[src/inc/mmc_pkg.sv]
// mode-control register group: offsets, reset values, frame layout, types
// assumes 16-bit serial frames: read flag, 7-bit address, 8-bit data
package mmc_pkg;
  localparam logic [6:0] ADDR_BURST = 7'h05;
  localparam logic [6:0] ADDR_CYCLE = 7'h06;
  localparam logic [6:0] ADDR_MASK  = 7'h07;
  localparam logic [6:0] ADDR_EDGE  = 7'h09;
  localparam logic [6:0] ADDR_KEY   = 7'h0b;
  localparam logic [7:0] RST_ZERO   = 8'h00;
  localparam logic [7:0] MASK_RST8  = 8'hff;
  localparam logic [7:0] MASK_RST4  = 8'h0f;
  localparam logic [7:0] KEY_ARM    = 8'ha3;
  localparam logic [7:0] KEY_FIRE   = 8'h05;
  localparam int         EN_BIT     = 0;
  localparam int         FRAME_BITS = 16;
  localparam logic [3:0] CNT_ADDR_DONE  = 4'h7;
  localparam logic [3:0] CNT_FRAME_DONE = 4'hf;
  // sync bit positions
  localparam int         SY_SCLK = 0;
  localparam int         SY_CS   = 1;
  localparam int         SY_SDI  = 2;
  localparam int         SY_STEP = 3;
  localparam logic [3:0] SY_RST  = 4'h2;

  typedef struct packed {
    logic       rd;
    logic [6:0] addr;
    logic [7:0] data;
  } mmc_frame_t;

  typedef struct packed {
    logic       burst;
    logic       cycle;
    logic       edge_rise;
    logic [7:0] mask;
  } mmc_regs_t;

  typedef enum logic [1:0] {
    MMC_KEY_IDLE  = 2'b01,
    MMC_KEY_ARMED = 2'b10
  } mmc_key_t;
endpackage

[src/verilog/mmc_mode_ctrl.sv]
// mode-control registers of a serially programmed mux, with step-pin channel cycling
// assumes sclk, cs_n, sdi and the step pin come from outside the clock domain
// Operation
// - burst enable is bit 0 at 0x05
// - burst lets several frames share one select
// - frame clock count must be 16 without burst, a multiple of 16 with burst
// - cycle enable is bit 0 at 0x06
// - active step edge advances to next included channel
// - included channels visited in ascending order
// - mask at 0x07, one bit per channel
// - mask bit zero excludes, one includes
// - bit 0 at 0x09 picks rising edge
// - edge select acts only in cycle mode
// - writing 0xa3 then 0x05 restores defaults
// - reserved bits read as zero
`timescale 1ns/1ps
module mmc_mode_ctrl #(
  parameter int NUM_CH = 8
) (
  input  wire logic              clock,
  input  wire logic              rstn,
  input  wire logic              sclk,
  input  wire logic              cs_n,
  input  wire logic              sdi,
  input  wire logic              step_trigger_pin,
  input  wire logic              count_check_en,
  output logic                   sdo,
  output logic                   sdo_oe,
  output logic                   frame_count_error,
  output logic      [NUM_CH-1:0] switch_select
);
  localparam int         IW       = $clog2(NUM_CH);
  localparam logic [7:0] MASK_RST = (NUM_CH == 8) ? mmc_pkg::MASK_RST8 : mmc_pkg::MASK_RST4;

  if (NUM_CH != 8 && NUM_CH != 4) begin : g_chk
    $error("NUM_CH must be 4 or 8");
  end

  logic [3:0] lv;
  logic [3:0] rs;
  logic [3:0] fl;

  mmc_sync #(.W(4), .RST_VAL(mmc_pkg::SY_RST)) u_sync (
    .clock (clock),
    .rstn  (rstn),
    .din   ({step_trigger_pin, sdi, cs_n, sclk}),
    .level (lv),
    .rise  (rs),
    .fall  (fl)
  );

  // serial frame state
  logic [14:0]         shift;
  logic [3:0]          cnt;
  logic                got;
  logic                extra;
  // one spare stage: the msb moves up on the first fall after the address, as mode 0 wants
  logic [8:0]          out;
  logic [14:0]         next_shift;
  logic [3:0]          next_cnt;
  logic                next_got;
  logic                next_extra;
  logic [8:0]          next_out;
  logic                next_err;
  logic                frame_done;
  logic                exec_wr;
  mmc_pkg::mmc_frame_t cmd;

  // register and channel state
  mmc_pkg::mmc_regs_t  r;
  mmc_pkg::mmc_regs_t  next_r;
  mmc_pkg::mmc_key_t   key;
  mmc_pkg::mmc_key_t   next_key;
  logic                soft_rst;
  logic                step_act;
  logic [IW-1:0]       idx;
  logic [IW-1:0]       next_idx;
  logic [NUM_CH-1:0]   next_sel;

  function automatic logic [7:0] rd_byte(input logic [6:0] a, input mmc_pkg::mmc_regs_t q);
    logic [7:0] v;
    v = mmc_pkg::RST_ZERO;
    case (a)
      mmc_pkg::ADDR_BURST: v[mmc_pkg::EN_BIT] = q.burst;
      mmc_pkg::ADDR_CYCLE: v[mmc_pkg::EN_BIT] = q.cycle;
      mmc_pkg::ADDR_MASK:  v = q.mask;
      mmc_pkg::ADDR_EDGE:  v[mmc_pkg::EN_BIT] = q.edge_rise;
      default:             v = mmc_pkg::RST_ZERO;
    endcase
    return v;
  endfunction

  // smallest included channel above the current one, else the lowest included
  function automatic logic [IW-1:0] nxt_ch(input logic [IW-1:0] cur, input logic [7:0] m);
    logic [IW-1:0] lo;
    logic [IW-1:0] up;
    logic          hit;
    lo  = cur;
    up  = cur;
    hit = 1'b0;
    for (int i = NUM_CH - 1; i >= 0; i--) begin
      if (m[i]) begin
        lo = IW'(i);
        if (IW'(i) > cur) begin
          up  = IW'(i);
          hit = 1'b1;
        end
      end
    end
    return hit ? up : lo;
  endfunction

  assign cmd    = {shift, lv[mmc_pkg::SY_SDI]};
  assign sdo    = out[8];
  assign sdo_oe = ~lv[mmc_pkg::SY_CS];

  always_comb begin
    next_shift = shift;
    next_cnt   = cnt;
    next_got   = got;
    next_extra = extra;
    next_out   = out;
    next_err   = 1'b0;
    frame_done = 1'b0;
    if (fl[mmc_pkg::SY_CS]) begin
      next_cnt   = 4'h0;
      next_got   = 1'b0;
      next_extra = 1'b0;
      next_out   = '0;
    end else if (rs[mmc_pkg::SY_CS]) begin
      next_err = count_check_en & ((cnt != 4'h0) | extra);
    end else if (!lv[mmc_pkg::SY_CS] && rs[mmc_pkg::SY_SCLK]) begin
      next_shift = {shift[13:0], lv[mmc_pkg::SY_SDI]};
      next_cnt   = cnt + 4'h1; // wraps every 16 clocks, so a burst needs no reload
      if (cnt == mmc_pkg::CNT_ADDR_DONE && shift[6]) begin
        next_out = {1'b0, rd_byte({shift[5:0], lv[mmc_pkg::SY_SDI]}, r)};
      end
      if (cnt == mmc_pkg::CNT_FRAME_DONE) begin
        frame_done = 1'b1;
        next_got   = 1'b1;
        next_extra = extra | (got & ~r.burst);
      end
    end else if (!lv[mmc_pkg::SY_CS] && fl[mmc_pkg::SY_SCLK]) begin
      next_out = {out[7:0], 1'b0};
    end
  end

  // without burst only the first frame of a select is executed
  assign exec_wr = frame_done & ~cmd.rd & (~got | r.burst);

  always_ff @(posedge clock or negedge rstn) begin
    if (!rstn) begin
      shift             <= '0;
      cnt               <= 4'h0;
      got               <= 1'b0;
      extra             <= 1'b0;
      out               <= '0;
      frame_count_error <= 1'b0;
    end else begin
      shift             <= next_shift;
      cnt               <= next_cnt;
      got               <= next_got;
      extra             <= next_extra;
      out               <= next_out;
      frame_count_error <= next_err;
    end
  end

  // edge select is ignored outside cycle mode
  assign step_act = r.cycle & (r.edge_rise ? rs[mmc_pkg::SY_STEP]
                                           : fl[mmc_pkg::SY_STEP]);

  always_comb begin
    next_r   = r;
    next_key = key;
    soft_rst = 1'b0;
    next_idx = idx;
    if (exec_wr) begin
      case (cmd.addr)
        mmc_pkg::ADDR_BURST: next_r.burst     = cmd.data[mmc_pkg::EN_BIT];
        mmc_pkg::ADDR_CYCLE: next_r.cycle     = cmd.data[mmc_pkg::EN_BIT];
        mmc_pkg::ADDR_MASK:  next_r.mask      = cmd.data & MASK_RST;
        mmc_pkg::ADDR_EDGE:  next_r.edge_rise = cmd.data[mmc_pkg::EN_BIT];
        default:             next_r           = r;
      endcase
      // any other write between the two key bytes drops the sequence
      next_key = mmc_pkg::MMC_KEY_IDLE;
      if (cmd.addr == mmc_pkg::ADDR_KEY) begin
        case (key)
          mmc_pkg::MMC_KEY_ARMED: begin
            if (cmd.data == mmc_pkg::KEY_FIRE) begin
              soft_rst = 1'b1;
            end else if (cmd.data == mmc_pkg::KEY_ARM) begin
              next_key = mmc_pkg::MMC_KEY_ARMED;
            end
          end
          default: begin
            if (cmd.data == mmc_pkg::KEY_ARM) begin
              next_key = mmc_pkg::MMC_KEY_ARMED;
            end
          end
        endcase
      end
    end
    if (soft_rst) begin
      next_r   = '{burst: 1'b0, cycle: 1'b0, edge_rise: 1'b0, mask: MASK_RST};
      next_key = mmc_pkg::MMC_KEY_IDLE;
      next_idx = '0;
    end else if (step_act && (r.mask != 8'h00)) begin
      next_idx = nxt_ch(idx, r.mask);
    end
    for (int i = 0; i < NUM_CH; i++) begin
      // in cycle mode, gating by the mask keeps an excluded channel off even before the first step
      next_sel[i] = (next_idx == IW'(i)) & (~next_r.cycle | next_r.mask[i]);
    end
  end

  always_ff @(posedge clock or negedge rstn) begin
    if (!rstn) begin
      r             <= '{burst: 1'b0, cycle: 1'b0, edge_rise: 1'b0, mask: MASK_RST};
      key           <= mmc_pkg::MMC_KEY_IDLE;
      idx           <= '0;
      switch_select <= NUM_CH'(1);
    end else begin
      r             <= next_r;
      key           <= next_key;
      idx           <= next_idx;
      switch_select <= next_sel;
    end
  end

  logic has_up;
  assign has_up = ((r.mask[NUM_CH-1:0] >> idx) >> 1) != '0;
endmodule

[src/verilog/mmc_sync.sv]
// three-stage synchroniser with filtered level and edge pulses
// assumes inputs asynchronous to clock; level moves once stages two and three agree
`timescale 1ns/1ps
module mmc_sync #(
  parameter int           W       = 4,
  parameter logic [W-1:0] RST_VAL = '0
) (
  input  wire logic         clock,
  input  wire logic         rstn,
  input  wire logic [W-1:0] din,
  output logic      [W-1:0] level,
  output logic      [W-1:0] rise,
  output logic      [W-1:0] fall
);
  logic [W-1:0] s1;
  logic [W-1:0] s2;
  logic [W-1:0] s3;
  logic [W-1:0] next_level;

  for (genvar i = 0; i < W; i++) begin : g_bit
    always_comb begin
      next_level[i] = (s2[i] == s3[i]) ? s3[i] : level[i];
      rise[i]       = next_level[i] & ~level[i];
      fall[i]       = ~next_level[i] & level[i];
    end
  end

  always_ff @(posedge clock or negedge rstn) begin
    if (!rstn) begin
      s1    <= RST_VAL;
      s2    <= RST_VAL;
      s3    <= RST_VAL;
      level <= RST_VAL;
    end else begin
      s1    <= din;
      s2    <= s1;
      s3    <= s2;
      level <= next_level;
    end
  end
endmodule

[config.mk]
export PLATFORM = sky130hd
export DESIGN_NAME = mmc_mode_ctrl
export DESIGN_NICKNAME = d
export VERILOG_FILES = /design/src/inc/mmc_pkg.sv /design/src/verilog/mmc_mode_ctrl.sv /design/src/verilog/mmc_sync.sv
export SDC_FILE = /design/constraint.sdc
export NUM_CORES = 1
export LEC_CHECK = 0
export BUFFER_PORTS_ARGS = -buffer_cell sky130_fd_sc_hd__buf_2
export CORE_MARGIN = 1.5
export CORE_UTILIZATION = 37
export CTS_CLUSTER_DIAMETER = 30
export DETAILED_ROUTE_END_ITERATION = 6
export PLACE_DENSITY = 0.58
export SLEW_MARGIN = 0
export SYNTH_ARGS = -nofsm -noshare
export SYNTH_HDL_FRONTEND = slang
export SYNTH_HIERARCHICAL = 1
export SYNTH_SLANG_ARGS = --single-unit
[constraint.sdc]
create_clock -name clock -period 2.3 [get_ports clock]
set_input_delay 0.69 -clock clock [delete_from_list [all_inputs] [get_ports clock]]
set_output_delay 0.69 -clock clock [all_outputs]
set_load 0.02 [all_outputs]
* Word level (Yosys, flattened, before mapping)
Cells that the tools add are included.
Word-level totals: flip-flop bits (word level) 71, input port bits 7
Cells by class: add/sub/neg operators 1, magnitude comparators 8, equality and inequality tests 27, mux-type cells 99, bitwise operators 42, reduce and logical (&&, ||, !) cells 20
Operators by type and width (count):
- 3-bit 2-to-1 mux | 29
- 1-bit 2-to-1 mux | 51
- 9-bit 2-to-1 mux | 5
- 7-bit by 3-bit == test with 1-bit output (second input constant) | 6
- 11-bit 2-to-1 mux | 2
- 7-bit by 4-bit == test with 1-bit output (second input constant) | 3
- 1-bit AND | 19
- 3-bit == test (second input constant) | 4
- 3-bit > comparator (first input constant) | 4
- 2-bit 2-to-1 mux | 6
- 4-bit 2-to-1 mux | 3
- 1-bit inverter | 12
- 1-bit OR | 11
- 2-bit nonzero test | 5
- 3-bit AND reduction | 3
- 8-bit by 3-bit == test with 1-bit output (second input constant) | 1
- 8-bit == test (second input constant) | 1
- 8-bit 2-to-1 mux | 1
- 8-bit nonzero test | 1
- 7-bit 2-to-1 mux | 1
- 3-bit by 2-bit == test with 1-bit output (second input constant) | 2
- 1-bit by 3-bit > comparator with 1-bit output (first input constant) | 2
- 2-bit by 3-bit > comparator with 1-bit output (first input constant) | 2
- 2-bit AND reduction | 3
- other kinds (14) | 20

* Depth between registers and ports, before layout
Gate-level depths: netlist (run 1).
depth after elaboration 38, depth in mapped cells 10, gate-level depth less buffers 8

* Cells and area by module
The synthesis (run 1) kept the hierarchy.
Modules (own cells, without submodules):
- mmc_mode_ctrl | instances 1, cells an instance 293, area an instance 2909.0 um^2, seq. area each 1388.8 um^2
- mmc_sync | instances 1, cells an instance 28, area an instance 516.7 um^2, seq. area each 405.4 um^2

* Worst setup path after synthesis (run 1)
Ideal clock, no wire load.
kind register to register, start point register u_sync.level[1], end point register switch_select[2], arrival 2.377 ns, data required time 2.199 ns, slack -0.178 ns, cell stages (with the launch flop) 9, buffers on the path 1, cell sequence dfstp_2 and3b_2 nor4b_4 buf_6 nand4_4 nor4_4 mux2i_1 o21ai_0 nor4_1
Between the ends: elaborated cells between the ends (all ways) 20
RTL lines:
- start: declaration | RTL line mmc_sync.sv:11 | output logic [W-1:0] level,
- start signal: assignment | RTL line mmc_sync.sv:38 | level <= next_level;
- 1-bit 2-to-1 mux / 1-bit inverter (equally long branches) | RTL line mmc_sync.sv:22, mmc_sync.sv:23
- 1-bit AND (*) | RTL line mmc_sync.sv:23 | rise[i] = next_level[i] & ~level[i];
- named net rs[1] | RTL line mmc_mode_ctrl.sv:40 | logic [3:0] rs;
- 1-bit 2-to-1 mux (*) | RTL line mmc_mode_ctrl.sv:130 | end else if (rs[mmc_pkg::SY_CS]) begin
- 1-bit 2-to-1 mux (*) | RTL line mmc_mode_ctrl.sv:125 | if (fl[mmc_pkg::SY_CS]) begin
- 1-bit AND (*) (2 in a row) | RTL line mmc_mode_ctrl.sv:149 | assign exec_wr = frame_done & ~cmd.rd & (~got | r.burst);
- 11-bit 2-to-1 mux / 1-bit 2-to-1 mux (equally long branches) | RTL line mmc_mode_ctrl.sv:178 | if (exec_wr) begin
- 11-bit 2-to-1 mux | RTL line mmc_mode_ctrl.sv:205 | if (soft_rst) begin
- 1-bit inverter | RTL line mmc_mode_ctrl.sv:214 | next_sel[i] = (next_idx == IW'(i)) & (~next_r.cycle | next_r.mask[i]);
- 1-bit OR | RTL line mmc_mode_ctrl.sv:214
- 1-bit AND (*) | RTL line mmc_mode_ctrl.sv:214
- named net next_sel[2] | RTL line mmc_mode_ctrl.sv:78 | logic [NUM_CH-1:0] next_sel;
- end signal: assignment | RTL line mmc_mode_ctrl.sv:228 | switch_select <= next_sel;
- end: declaration | RTL line mmc_mode_ctrl.sv:30 | output logic [NUM_CH-1:0] switch_select
The timed path passes the listed nets; every way through them passes the cells marked *. The select of a mux whose other input is x is not followed. A chain may end at the register's enable or synchronous reset.

* Worst setup path in the final report (run 1)
start point register u_sync.level[1], end point register switch_select[6]
Between the ends: elaborated cells between the ends (all ways) 20
RTL lines:
- 1-bit 2-to-1 mux / 1-bit inverter (equally long branches) | RTL line mmc_sync.sv:22, mmc_sync.sv:23
- 1-bit AND (*) | RTL line mmc_sync.sv:23
- named net rs[1] | RTL line mmc_mode_ctrl.sv:40
- 1-bit 2-to-1 mux (*) | RTL line mmc_mode_ctrl.sv:130
- 1-bit 2-to-1 mux (*) | RTL line mmc_mode_ctrl.sv:125
- 1-bit AND (*) (2 in a row) | RTL line mmc_mode_ctrl.sv:149
- 1-bit 2-to-1 mux (*) | RTL line mmc_mode_ctrl.sv:178
- 3-bit 2-to-1 mux (*) | RTL line mmc_mode_ctrl.sv:205
- named net next_idx[0] | RTL line mmc_mode_ctrl.sv:77 | logic [IW-1:0] next_idx;
- 3-bit == test (*) | RTL line mmc_mode_ctrl.sv:214
- 1-bit AND (*) | RTL line mmc_mode_ctrl.sv:214
- named net next_sel[6] | RTL line mmc_mode_ctrl.sv:78
Marked as above.

==> summary.txt, run 1 <==
=================================================================================
Height of the chip                                                       99.00 um
Least-Margin Pin Slew                                                   0.8462 ns
Yosys warning total                                                             6
Initial antenna violation count                                                 0
Startpoint-to-endpoint class of the critical path                    flop to flop
Number of remaining DRC errors                                                  2
Violated checks                                                      DRC, setup timing
Number of antenna-violating nets in the routed design                           0
Worst EP arrival                                                          2.64 ns
Period utilisation layout                                                   1.047
IO Port Bufs                                                                   17
Number of buffers between clock root and the deepest sink                       2
Antenna diode count                                                             0
Maximum number of pins on one net before global-route repair                   72
Total of endpoints with negative setup slack in the final report                7
Post-route cell area                                                     4194 um2
Post-synthesis instance total                                                 319
Ports placed on the boundary                                                   18
Instance area at placement                                               3933 um2
Number of nets in the synthesized netlist                                     328
Hold slack                                                              0.3423 ns
Critical-path maximum fanout                                                    4
Area growth from synthesis to layout                                       23.01%
Total congestion overflow                                                       0
Clock buffer count from CTS                                                     9
Floorplan die area                                                       9800 um2
RSZ-0062 raised after global routing                                          yes
Most frequent cells in the layout                                    dfrtp_1 (57), buf_4 (51), nand2_1 (31), nor2_1 (26)
Maximum capacitance violations                                                  0
Clock root cell                                                          clkbuf_8
LEAKAGE                                                                  1.859 nW
Total via count in the routed design                                         2670
TritonCTS clock tree                                                          yes
Mean Syn Cell Area                                                      10.69 um2
Min-Delay Path Class                                                 flop to flop
Number of optimization iterations in the first detailed-route pass              7
Worst ir drop on vdd                                                  0.0004097 V
CTS Hold Buffers Added                                                          0
Leading cell type in the layout, fill and taps excluded                   dfrtp_1
Final clock skew                                                       0.01301 ns
PnR worst setup slack                                                  -0.1072 ns
Clock sink count                                                               71
Horizontal die dimension                                                 99.00 um
Clock latency at the later pin of the worst-skew pair                     0.35 ns
Req. time, crit path                                                      2.54 ns
Final Core Density                                                         0.4763
Routed len/inst                                                          15.65 um
CP startpoint kind                                                           flop
Starting DRT DRC Count                                                        164
Global Route Usage Sum                                                     0.1717
HPWL after DPL                                                           5.475 mm
Share of layout cells above drive strength 1                               0.3436
Final critical path time including I/O delays and setup                  2.407 ns
Clock-pin slew on the worst setup and hold paths                          0.08 ns
First-pass GRT wire length                                               13.17 mm
Std-Cell Core Area                                                       8806 um2
Total power                                                              2.497 mW
PD cells                                                             595.3 nW/um2
Routed vias/inst                                                            5.361
Nets                                                                          394
Capturing element type of the critical path                                  flop
Relative slew slack                                                        0.4358
Outcome                                                              finished with violations
Level count of the clock H-tree                                                 3
Number of standard cells in the layout, taps in and fillers out               498
Initial Utilization                                                        0.3872
Highest Clock Rate                                                      415.4 MHz
Wire length reported by the detailed router                              7.795 mm
Final TNS setup                                                        -0.4965 ns
Row cnt                                                                        34
Global placement routability congestion                                    0.8730
Cells after DPL                                                               477
Summed instance area of the synthesized netlist                          3410 um2
Vias in the first global route                                               2677
Final Max Slew Viols                                                            0
Worst setup slack after placement                                      -0.1521 ns
Final Hold Violating Endpoints                                                  0
=================================================================================
area by class of cell:
cell class,instances,area [um2]
inverters,10,37.54
well taps,108,135.1
clock inverters,4,25.02
multi-input cells,223,1568
clock buffers,12,135.1
flip-flops and latches,71,1794
fillers,802,4612
repair buffers,70,499.2
routing by layer:
layer | vias to the layer above | GRT usage | part of all wire
li1 | 1295 | - | -
met5 | - | 0 | 0
met1 | 1317 | 0.2325 | 0.48
met2 | 50 | 0.2764 | 0.48
met4 | 0 | 0.05055 | 0.013
met3 | 8 | 0.03901 | 0.026
path summary, 6_finish.rpt:
kind                                           start                    endpoint  slack, ns  cells after the start
max in group asynchronous                       rstn              r[6]$_DFF_PN1_       1.60                      2
min reg2reg                   u_sync/s1[3]$_DFF_PN0_      u_sync/s2[3]$_DFF_PN0_       0.34                      0
max                        u_sync/level[1]$_DFF_PN1_  switch_select[6]$_DFF_PN0_      -0.11                      8
min                           u_sync/s1[3]$_DFF_PN0_      u_sync/s2[3]$_DFF_PN0_       0.34                      0
max reg2reg                u_sync/level[1]$_DFF_PN1_  switch_select[6]$_DFF_PN0_      -0.11                      8
min in group asynchronous                       rstn       shift[11]$_DFFE_PN0P_       0.36                      2
critical path, cell delays in order, from the launching register on:
cell     delay [ns]
dfstp_2        0.53
and3b_2        0.23
nor4b_4        0.26
and4_2         0.33
nand4_1        0.23
o21ai_1        0.16
or3_4          0.18
inv_1          0.07
nor4_1         0.30
timing repair:
action	in CTS	in global routing
setup buffers	4	1
setup endpoints to repair	8	10
pin swaps	1	3
gates resized for setup	5	11
registers in the layout, summed over array words and instances (netlist names):
name / flops
u_sync/s1: 4
out: 9
frame_count_error: 1
idx: 3
cnt: 4
shift: 15
r: 11
got: 1
key: 2
u_sync/s2: 4
u_sync/level: 4
extra: 1
switch_select: 8
u_sync/s3: 4
power by group:
group	switching [mW]	internal (mW)	total, mW
combinational	0.172	0.130	0.302
sequential	0.0383	1.31	1.35
clock	0.458	0.389	0.847
(Power assumes the default switching activity.)
==> run 2, diff against run 1 <==
--- a/config.mk
+++ b/config.mk
@@ -6,11 +6,14 @@
 export NUM_CORES = 1
 export LEC_CHECK = 0
 export BUFFER_PORTS_ARGS = -buffer_cell sky130_fd_sc_hd__buf_2
+export CELL_PAD_IN_SITES_DETAIL_PLACEMENT = 0
+export CELL_PAD_IN_SITES_GLOBAL_PLACEMENT = 1
 export CORE_MARGIN = 1.5
 export CORE_UTILIZATION = 37
 export CTS_CLUSTER_DIAMETER = 30
 export DETAILED_ROUTE_END_ITERATION = 6
-export PLACE_DENSITY = 0.58
+export HOLD_SLACK_MARGIN = 0.02
+export PLACE_DENSITY = 0.68
 export SLEW_MARGIN = 0
 export SYNTH_ARGS = -nofsm -noshare
 export SYNTH_HDL_FRONTEND = slang
==> run 2 against run 1 <==
The run still ends with DRC, setup timing left. Power is 7.0% higher. Clock power is 22% higher. Count of clock-buffer cells in the layout is 1 lower. Clock skew is 0.00079 ns higher. Flip-flop and latch count stayed put. First-iteration DRC count is 26% lower. Die area stayed put. Routed wire length is 0.54% higher. Fmax is 1.4% higher. Non-clock buffer count is 3 higher. Critical path type unchanged. Largest cell class unchanged. Largest power group unchanged. Highest routed layer unchanged.
==> summary.txt, run 2 (synthesis results as in run 1) <==
=================================================================================
Outcome                                                              finished with violations
Violated checks                                                      DRC, setup timing
Clock root cell                                                          clkbuf_8
Wire length reported by the detailed router                              7.837 mm
Height of the chip                                                       99.00 um
Startpoint-to-endpoint class of the critical path                    flop to flop
Starting DRT DRC Count                                                        121
Antenna diode count                                                             0
Maximum capacitance violations                                                  0
Maximum number of pins on one net before global-route repair                   72
Vias in the first global route                                               2721
Routed vias/inst                                                            5.339
Min-Delay Path Class                                                 input port to asynchronous set/reset pin
Global placement routability congestion                                    0.8791
LEAKAGE                                                                  1.906 nW
Total congestion overflow                                                       0
Number of antenna-violating nets in the routed design                           0
Final Max Slew Viols                                                            0
IO Port Bufs                                                                   17
Capturing element type of the critical path                                  flop
CP startpoint kind                                                           flop
Floorplan die area                                                       9800 um2
Filler Cells Inserted                                                         840
Clock latency at the later pin of the worst-skew pair                     0.34 ns
Ports placed on the boundary                                                   18
Clock buffer count from CTS                                                     9
Number of remaining DRC errors                                                  1
Worst ir drop on vdd                                                  0.0002848 V
Least-Margin Pin Slew                                                   0.7240 ns
Final TNS setup                                                        -0.1494 ns
RSZ-0062 raised after global routing                                          yes
Req. time, crit path                                                      2.53 ns
Row cnt                                                                        34
PD cells                                                             627.9 nW/um2
Period utilisation layout                                                   1.032
CTS Hold Buffers Added                                                          0
Final critical path time including I/O delays and setup                  2.375 ns
Total power                                                              2.671 mW
Leading cell type in the layout, fill and taps excluded                   dfrtp_1
Initial Utilization                                                        0.3872
TritonCTS clock tree                                                          yes
Initial antenna violation count                                                 0
Final clock skew                                                       0.01380 ns
Register ranked first by flip-flop count                                    shift
Number of optimization iterations in the first detailed-route pass              6
Leading registers by flop count                                      shift (15), r (11), out (9)
Clock sink count                                                               71
Share of layout cells above drive strength 1                               0.3588
Most frequent cells in the layout                                    dfrtp_1 (57), buf_4 (54), nand2_1 (31), nor2_1 (27)
Worst EP arrival                                                          2.61 ns
Level count of the clock H-tree                                                 3
Global Route Usage Sum                                                     0.1743
Relative slew slack                                                        0.5173
Number of buffers between clock root and the deepest sink                       2
Critical-path maximum fanout                                                    9
Nets                                                                          397
Clock-pin slew on the worst setup and hold paths                          0.08 ns
Highest Clock Rate                                                      421.1 MHz
Horizontal die dimension                                                 99.00 um
First-pass GRT wire length                                               13.49 mm
Final Hold Violating Endpoints                                                  0
Area growth from synthesis to layout                                       24.77%
Max FFs per register                                                           15
PnR worst setup slack                                                 -0.07475 ns
HPWL after DPL                                                           5.509 mm
Routed len/inst                                                          15.64 um
Total via count in the routed design                                         2675
Std-Cell Core Area                                                       8806 um2
Total of endpoints with negative setup slack in the final report                3
=================================================================================
run 2: cell types whose count changed in the layout (fill, tap and decap cells not counted), moves of 2 or more:
cell | before | now
nor4_1 | 5 | 2
nor4_2 | 5 | 8
buf_4 | 51 | 54
clkbuf_8 | 9 | 11
clkbuf_1 | 3 | 0
run 2: final timing paths:
kind                                                    to  slack [ns]  cells after the start                       from
worst max-delay path            switch_select[4]$_DFF_PN0_       -0.07                      9  u_sync/level[1]$_DFF_PN1_
worst min-delay path                u_sync/s1[0]$_DFF_PN0_        0.35                      2                       rstn
worst max register to register  switch_select[4]$_DFF_PN0_       -0.07                      9  u_sync/level[1]$_DFF_PN1_
worst min register to register      u_sync/s2[2]$_DFF_PN0_        0.35                      0     u_sync/s1[2]$_DFF_PN0_
max in group asynchronous               key[0]$_DFFE_PN1P_        1.57                      2                       rstn
min in group clock                  u_sync/s2[2]$_DFF_PN0_        0.35                      0     u_sync/s1[2]$_DFF_PN0_
run 2: power breakdown:
part,total [mW],switching [mW],internal [mW]
combinational,0.300,0.169,0.131
clock,1.03,0.468,0.558
sequential,1.35,0.0362,1.31
total,2.67,0.673,2.00
run 2: metal layers:
layer,global-route usage,vias up,wire length (um),share of wire
met1,0.2271,1328,3680,0.47
met4,0.08681,0,164,0.021
met3,0.03050,15,207,0.026
met5,0,-,0,0
li1,-,1297,-,-
met2,0.2801,35,3785,0.48
run 2: cell type report:
type / instances / area, um2 / area share
clock buffer: 11 / 151.4 / 0.03559
clock inverter: 5 / 56.30 / 0.01324
inverter: 10 / 40.04 / 0.009412
multi-input combinational: 223 / 1555 / 0.3656
timing repair buffer: 73 / 521.8 / 0.1226
tap: 108 / 135.1 / 0.03176
sequential: 71 / 1794 / 0.4218
run 2: timing repair:
action                                  4_1_cts  5_1_grt
hold endpoints to repair                      0        0
gates resized for setup                       4       12
endpoints found under the setup margin        8       11
buffers inserted                              4        3
pin swaps                                     2        2
run 2: stage by stage:
step | instances | hold WS (ns) | area (um2) | worst slack, ns | utilization
2_1_floorplan | 319 | 0.3312 | 3418 | -0.09609 | -
3_3_place_gp | 478 | 0.3332 | 3940 | -0.08886 | 0.4474
3_5_place_dp | 478 | 0.3347 | 3940 | -0.1089 | 0.4474
4_1_cts | 498 | 0.3549 | 4197 | -0.07898 | 0.4766
5_1_grt | 501 | 0.3625 | 4254 | -0.2062 | 0.4831
6_report | 501 | 0.3493 | 4254 | -0.07475 | 0.4831
run 2: worst max-delay path, cell delays in order, from the launching register on:
cell,delay [ns]
dfstp_2,0.53
and3b_2,0.22
nor4b_4,0.27
buf_4,0.18
nand4_4,0.10
nor4_4,0.25
mux2i_2,0.10
buf_6,0.14
or3b_1,0.34
o2111a_1,0.13
==> run 3, diff against run 2 <==
--- a/config.mk
+++ b/config.mk
@@ -9,11 +9,12 @@
 export CELL_PAD_IN_SITES_DETAIL_PLACEMENT = 0
 export CELL_PAD_IN_SITES_GLOBAL_PLACEMENT = 1
 export CORE_MARGIN = 1.5
-export CORE_UTILIZATION = 37
+export CORE_UTILIZATION = 39
 export CTS_CLUSTER_DIAMETER = 30
 export DETAILED_ROUTE_END_ITERATION = 6
 export HOLD_SLACK_MARGIN = 0.02
-export PLACE_DENSITY = 0.68
+export PLACE_DENSITY = 0.71
+export RECOVER_POWER = 50
 export SLEW_MARGIN = 0
 export SYNTH_ARGS = -nofsm -noshare
 export SYNTH_HDL_FRONTEND = slang
==> run 3 against run 2 <==
The run ends with capacitance limit, slew limit, setup timing left. Final cell count fell by 0.60%. Critical endpoint is now switch_select[3]$_DFF_PN0_. Global-route usage is 1.7 points higher. Routed wire length increased by 0.40%. Register-to-register slack got worse by 0.05 ns. First-iteration DRC count up 22%. Worst setup slack got worse by 0.048 ns.
==> summary.txt, run 3 (synthesis results as in run 1) <==
=================================================================================
Combinational group share of total power                                    0.111
Power spent charging and discharging nets                               0.7128 mW
Leading cell type in the layout, fill and taps excluded                   dfrtp_1
Wire length reported by the detailed router                              7.868 mm
Critical-path maximum fanout                                                    6
Clock root cell                                                          clkbuf_8
PnR worst setup slack                                                  -0.1225 ns
LEAKAGE                                                                  1.894 nW
Final Max Slew Viols                                                           72
Critical Path End                                                    switch_select[3]$_DFF_PN0_
Clock network fraction of design power                                      0.382
Register ranked first by flip-flop count                                    shift
Leading registers by flop count                                      shift (15), r (11), out (9)
Initial Utilization                                                        0.4088
Register area                                                            1794 um2
Count of cells along the worst register-to-register path                        9
Pint                                                                     1.947 mW
Final clock skew                                                       0.01174 ns
Maximum capacitance violations                                                  1
Capturing element type of the critical path                                  flop
First-pass GRT wire length                                               13.32 mm
Clock buffer count from CTS                                                     9
Global placement routability congestion                                    0.8212
Worst EP arrival                                                          2.67 ns
Most frequent cells in the layout                                    dfrtp_1 (57), buf_4 (52), nand2_1 (31), nor2_1 (25)
Final critical path time including I/O delays and setup                  2.423 ns
Startpoint-to-endpoint class of the critical path                    flop to flop
Height of the chip                                                       96.50 um
Outcome                                                              finished with violations
Number of optimization iterations in the first detailed-route pass              4
Highest Clock Rate                                                      412.8 MHz
Final Hold Violating Endpoints                                                  0
Row cnt                                                                        33
Violated checks                                                      capacitance limit, slew limit, setup timing
RSZ-0062 raised after global routing                                          yes
Level count of the clock H-tree                                                 3
Total of endpoints with negative setup slack in the final report                7
Filler Cells Inserted                                                         794
TritonCTS clock tree                                                          yes
Footprint of the multi-input gates                                       1592 um2
HPWL after DPL                                                           5.578 mm
Clock sink count                                                               71
Hold slack                                                              0.3532 ns
Req. time, crit path                                                      2.54 ns
Flop-to-flop setup slack                                                 -0.12 ns
Horizontal die dimension                                                 96.50 um
Starting DRT DRC Count                                                        148
Max FFs per register                                                           15
Number of antenna-violating nets in the routed design                           0
Clock latency at the later pin of the worst-skew pair                     0.35 ns
Area growth from synthesis to layout                                       25.10%
Total power                                                              2.660 mW
Number of buffers between clock root and the deepest sink                       2
Floorplan die area                                                       9312 um2
Relative slew slack                                                       -0.1545
Maximum number of pins on one net before global-route repair                   72
Initial antenna violation count                                                 0
Global Route Usage Sum                                                     0.1915
Least-Margin Pin Slew                                                    1.732 ns
Share of layout cells above drive strength 1                               0.3639
Endpoint of the worst register-to-register path                      switch_select[3]$_DFF_PN0_
Worst ir drop on vdd                                                  0.0004212 V
Period utilisation layout                                                   1.053
Total via count in the routed design                                         2698
Sequential group share of total power                                       0.507
Antenna diode count                                                             0
Routed vias/inst                                                            5.418
Routed len/inst                                                          15.80 um
CTS Hold Buffers Added                                                          0
Nets                                                                          397
Ports placed on the boundary                                                   18
Number of remaining DRC errors                                                  0
Timing startpoint of the critical path                               u_sync/level[1]$_DFF_PN1_
Total congestion overflow                                                       0
Clock-pin slew on the worst setup and hold paths                          0.08 ns
Switching part of the total                                                0.2680
Vias in the first global route                                               2699
IO Port Bufs                                                                   17
Std-Cell Core Area                                                       8341 um2
Min-Delay Path Class                                                 flop to flop
CP startpoint kind                                                           flop
Startpoint of the lowest-slack register-to-register path             u_sync/level[1]$_DFF_PN1_
PD cells                                                             623.6 nW/um2
=================================================================================
run 3: final cells by class:
cell class / instances / area share
Sequential cell: 71 / 0.4207
Multi-Input combinational cell: 223 / 0.3731
Timing Repair Buffer: 73 / 0.1188
Tap cell: 105 / 0.03080
Clock buffer: 9 / 0.02904
Clock inverter: 7 / 0.01819
Inverter: 10 / 0.009387
run 3: worst min-delay path by stage:
| stage | endpoint | slack, ns | depth (start not counted) | startpoint |
|---|---|---|---|---|
| after floorplan | u_sync/s2[0]$_DFF_PN0_ | 0.33 | 0 | u_sync/s1[0]$_DFF_PN0_ |
| after global placement | u_sync/s2[3]$_DFF_PN0_ | 0.33 | 0 | u_sync/s1[3]$_DFF_PN0_ |
| after detailed placement | u_sync/s2[0]$_DFF_PN0_ | 0.34 | 0 | u_sync/s1[0]$_DFF_PN0_ |
| after CTS | u_sync/level[0]$_DFF_PN0_ | 0.36 | 2 | rstn |
| after global routing | u_sync/s2[0]$_DFF_PN0_ | 0.36 | 0 | u_sync/s1[0]$_DFF_PN0_ |
| final | u_sync/s2[0]$_DFF_PN0_ | 0.35 | 0 | u_sync/s1[0]$_DFF_PN0_ |
run 3: worst max-delay path, stage by stage, from the launching register on:
cell,delay [ns]
dfstp_2,0.55
and3b_2,0.23
nor4b_4,0.22
buf_4,0.17
nand4_4,0.11
nor4_4,0.25
mux2i_2,0.28
buf_4,0.19
o21ai_2,0.07
nor4_1,0.25
run 3: power by group through the flow:
stage	Sequential (mW)	Combinational, mW	Clock (mW)
2_1_floorplan	1.37	0.148	0
3_3_place_gp	1.37	0.289	0
3_5_place_dp	1.37	0.294	0
4_1_cts	1.35	0.298	1.05
5_1_grt	1.36	0.325	1.12
6_report	1.35	0.295	1.02
run 3: metal layers:
| layer | track usage | share of wire | vias up |
|---|---|---|---|
| met5 | 0 | 0 | - |
| met4 | 0.06884 | 0.019 | 0 |
| met3 | 0.05164 | 0.038 | 12 |
| met2 | 0.3036 | 0.49 | 52 |
| met1 | 0.2515 | 0.45 | 1329 |
| li1 | - | - | 1305 |
run 3: metrics by stage:
step           TNS (ns)  instances  area, um2  setup slack, ns    util
6_report        -0.4988        498       4265          -0.1225  0.5114
5_1_grt          -1.346        498       4265          -0.2064  0.5114
4_1_cts         -0.5142        495       4217         -0.09990  0.5056
3_5_place_dp    -0.9751        474       3929          -0.2333  0.4710
3_3_place_gp    -0.3513        474       3929         -0.07655  0.4710
2_1_floorplan   -0.5615        319       3418         -0.09609       -
run 3: repair_timing:
action                                  in CTS  in global routing
endpoints found under the setup margin       9                 14
gates resized for setup                     15                  9
pin swaps                                    2                  7
buffers inserted                             5                  4
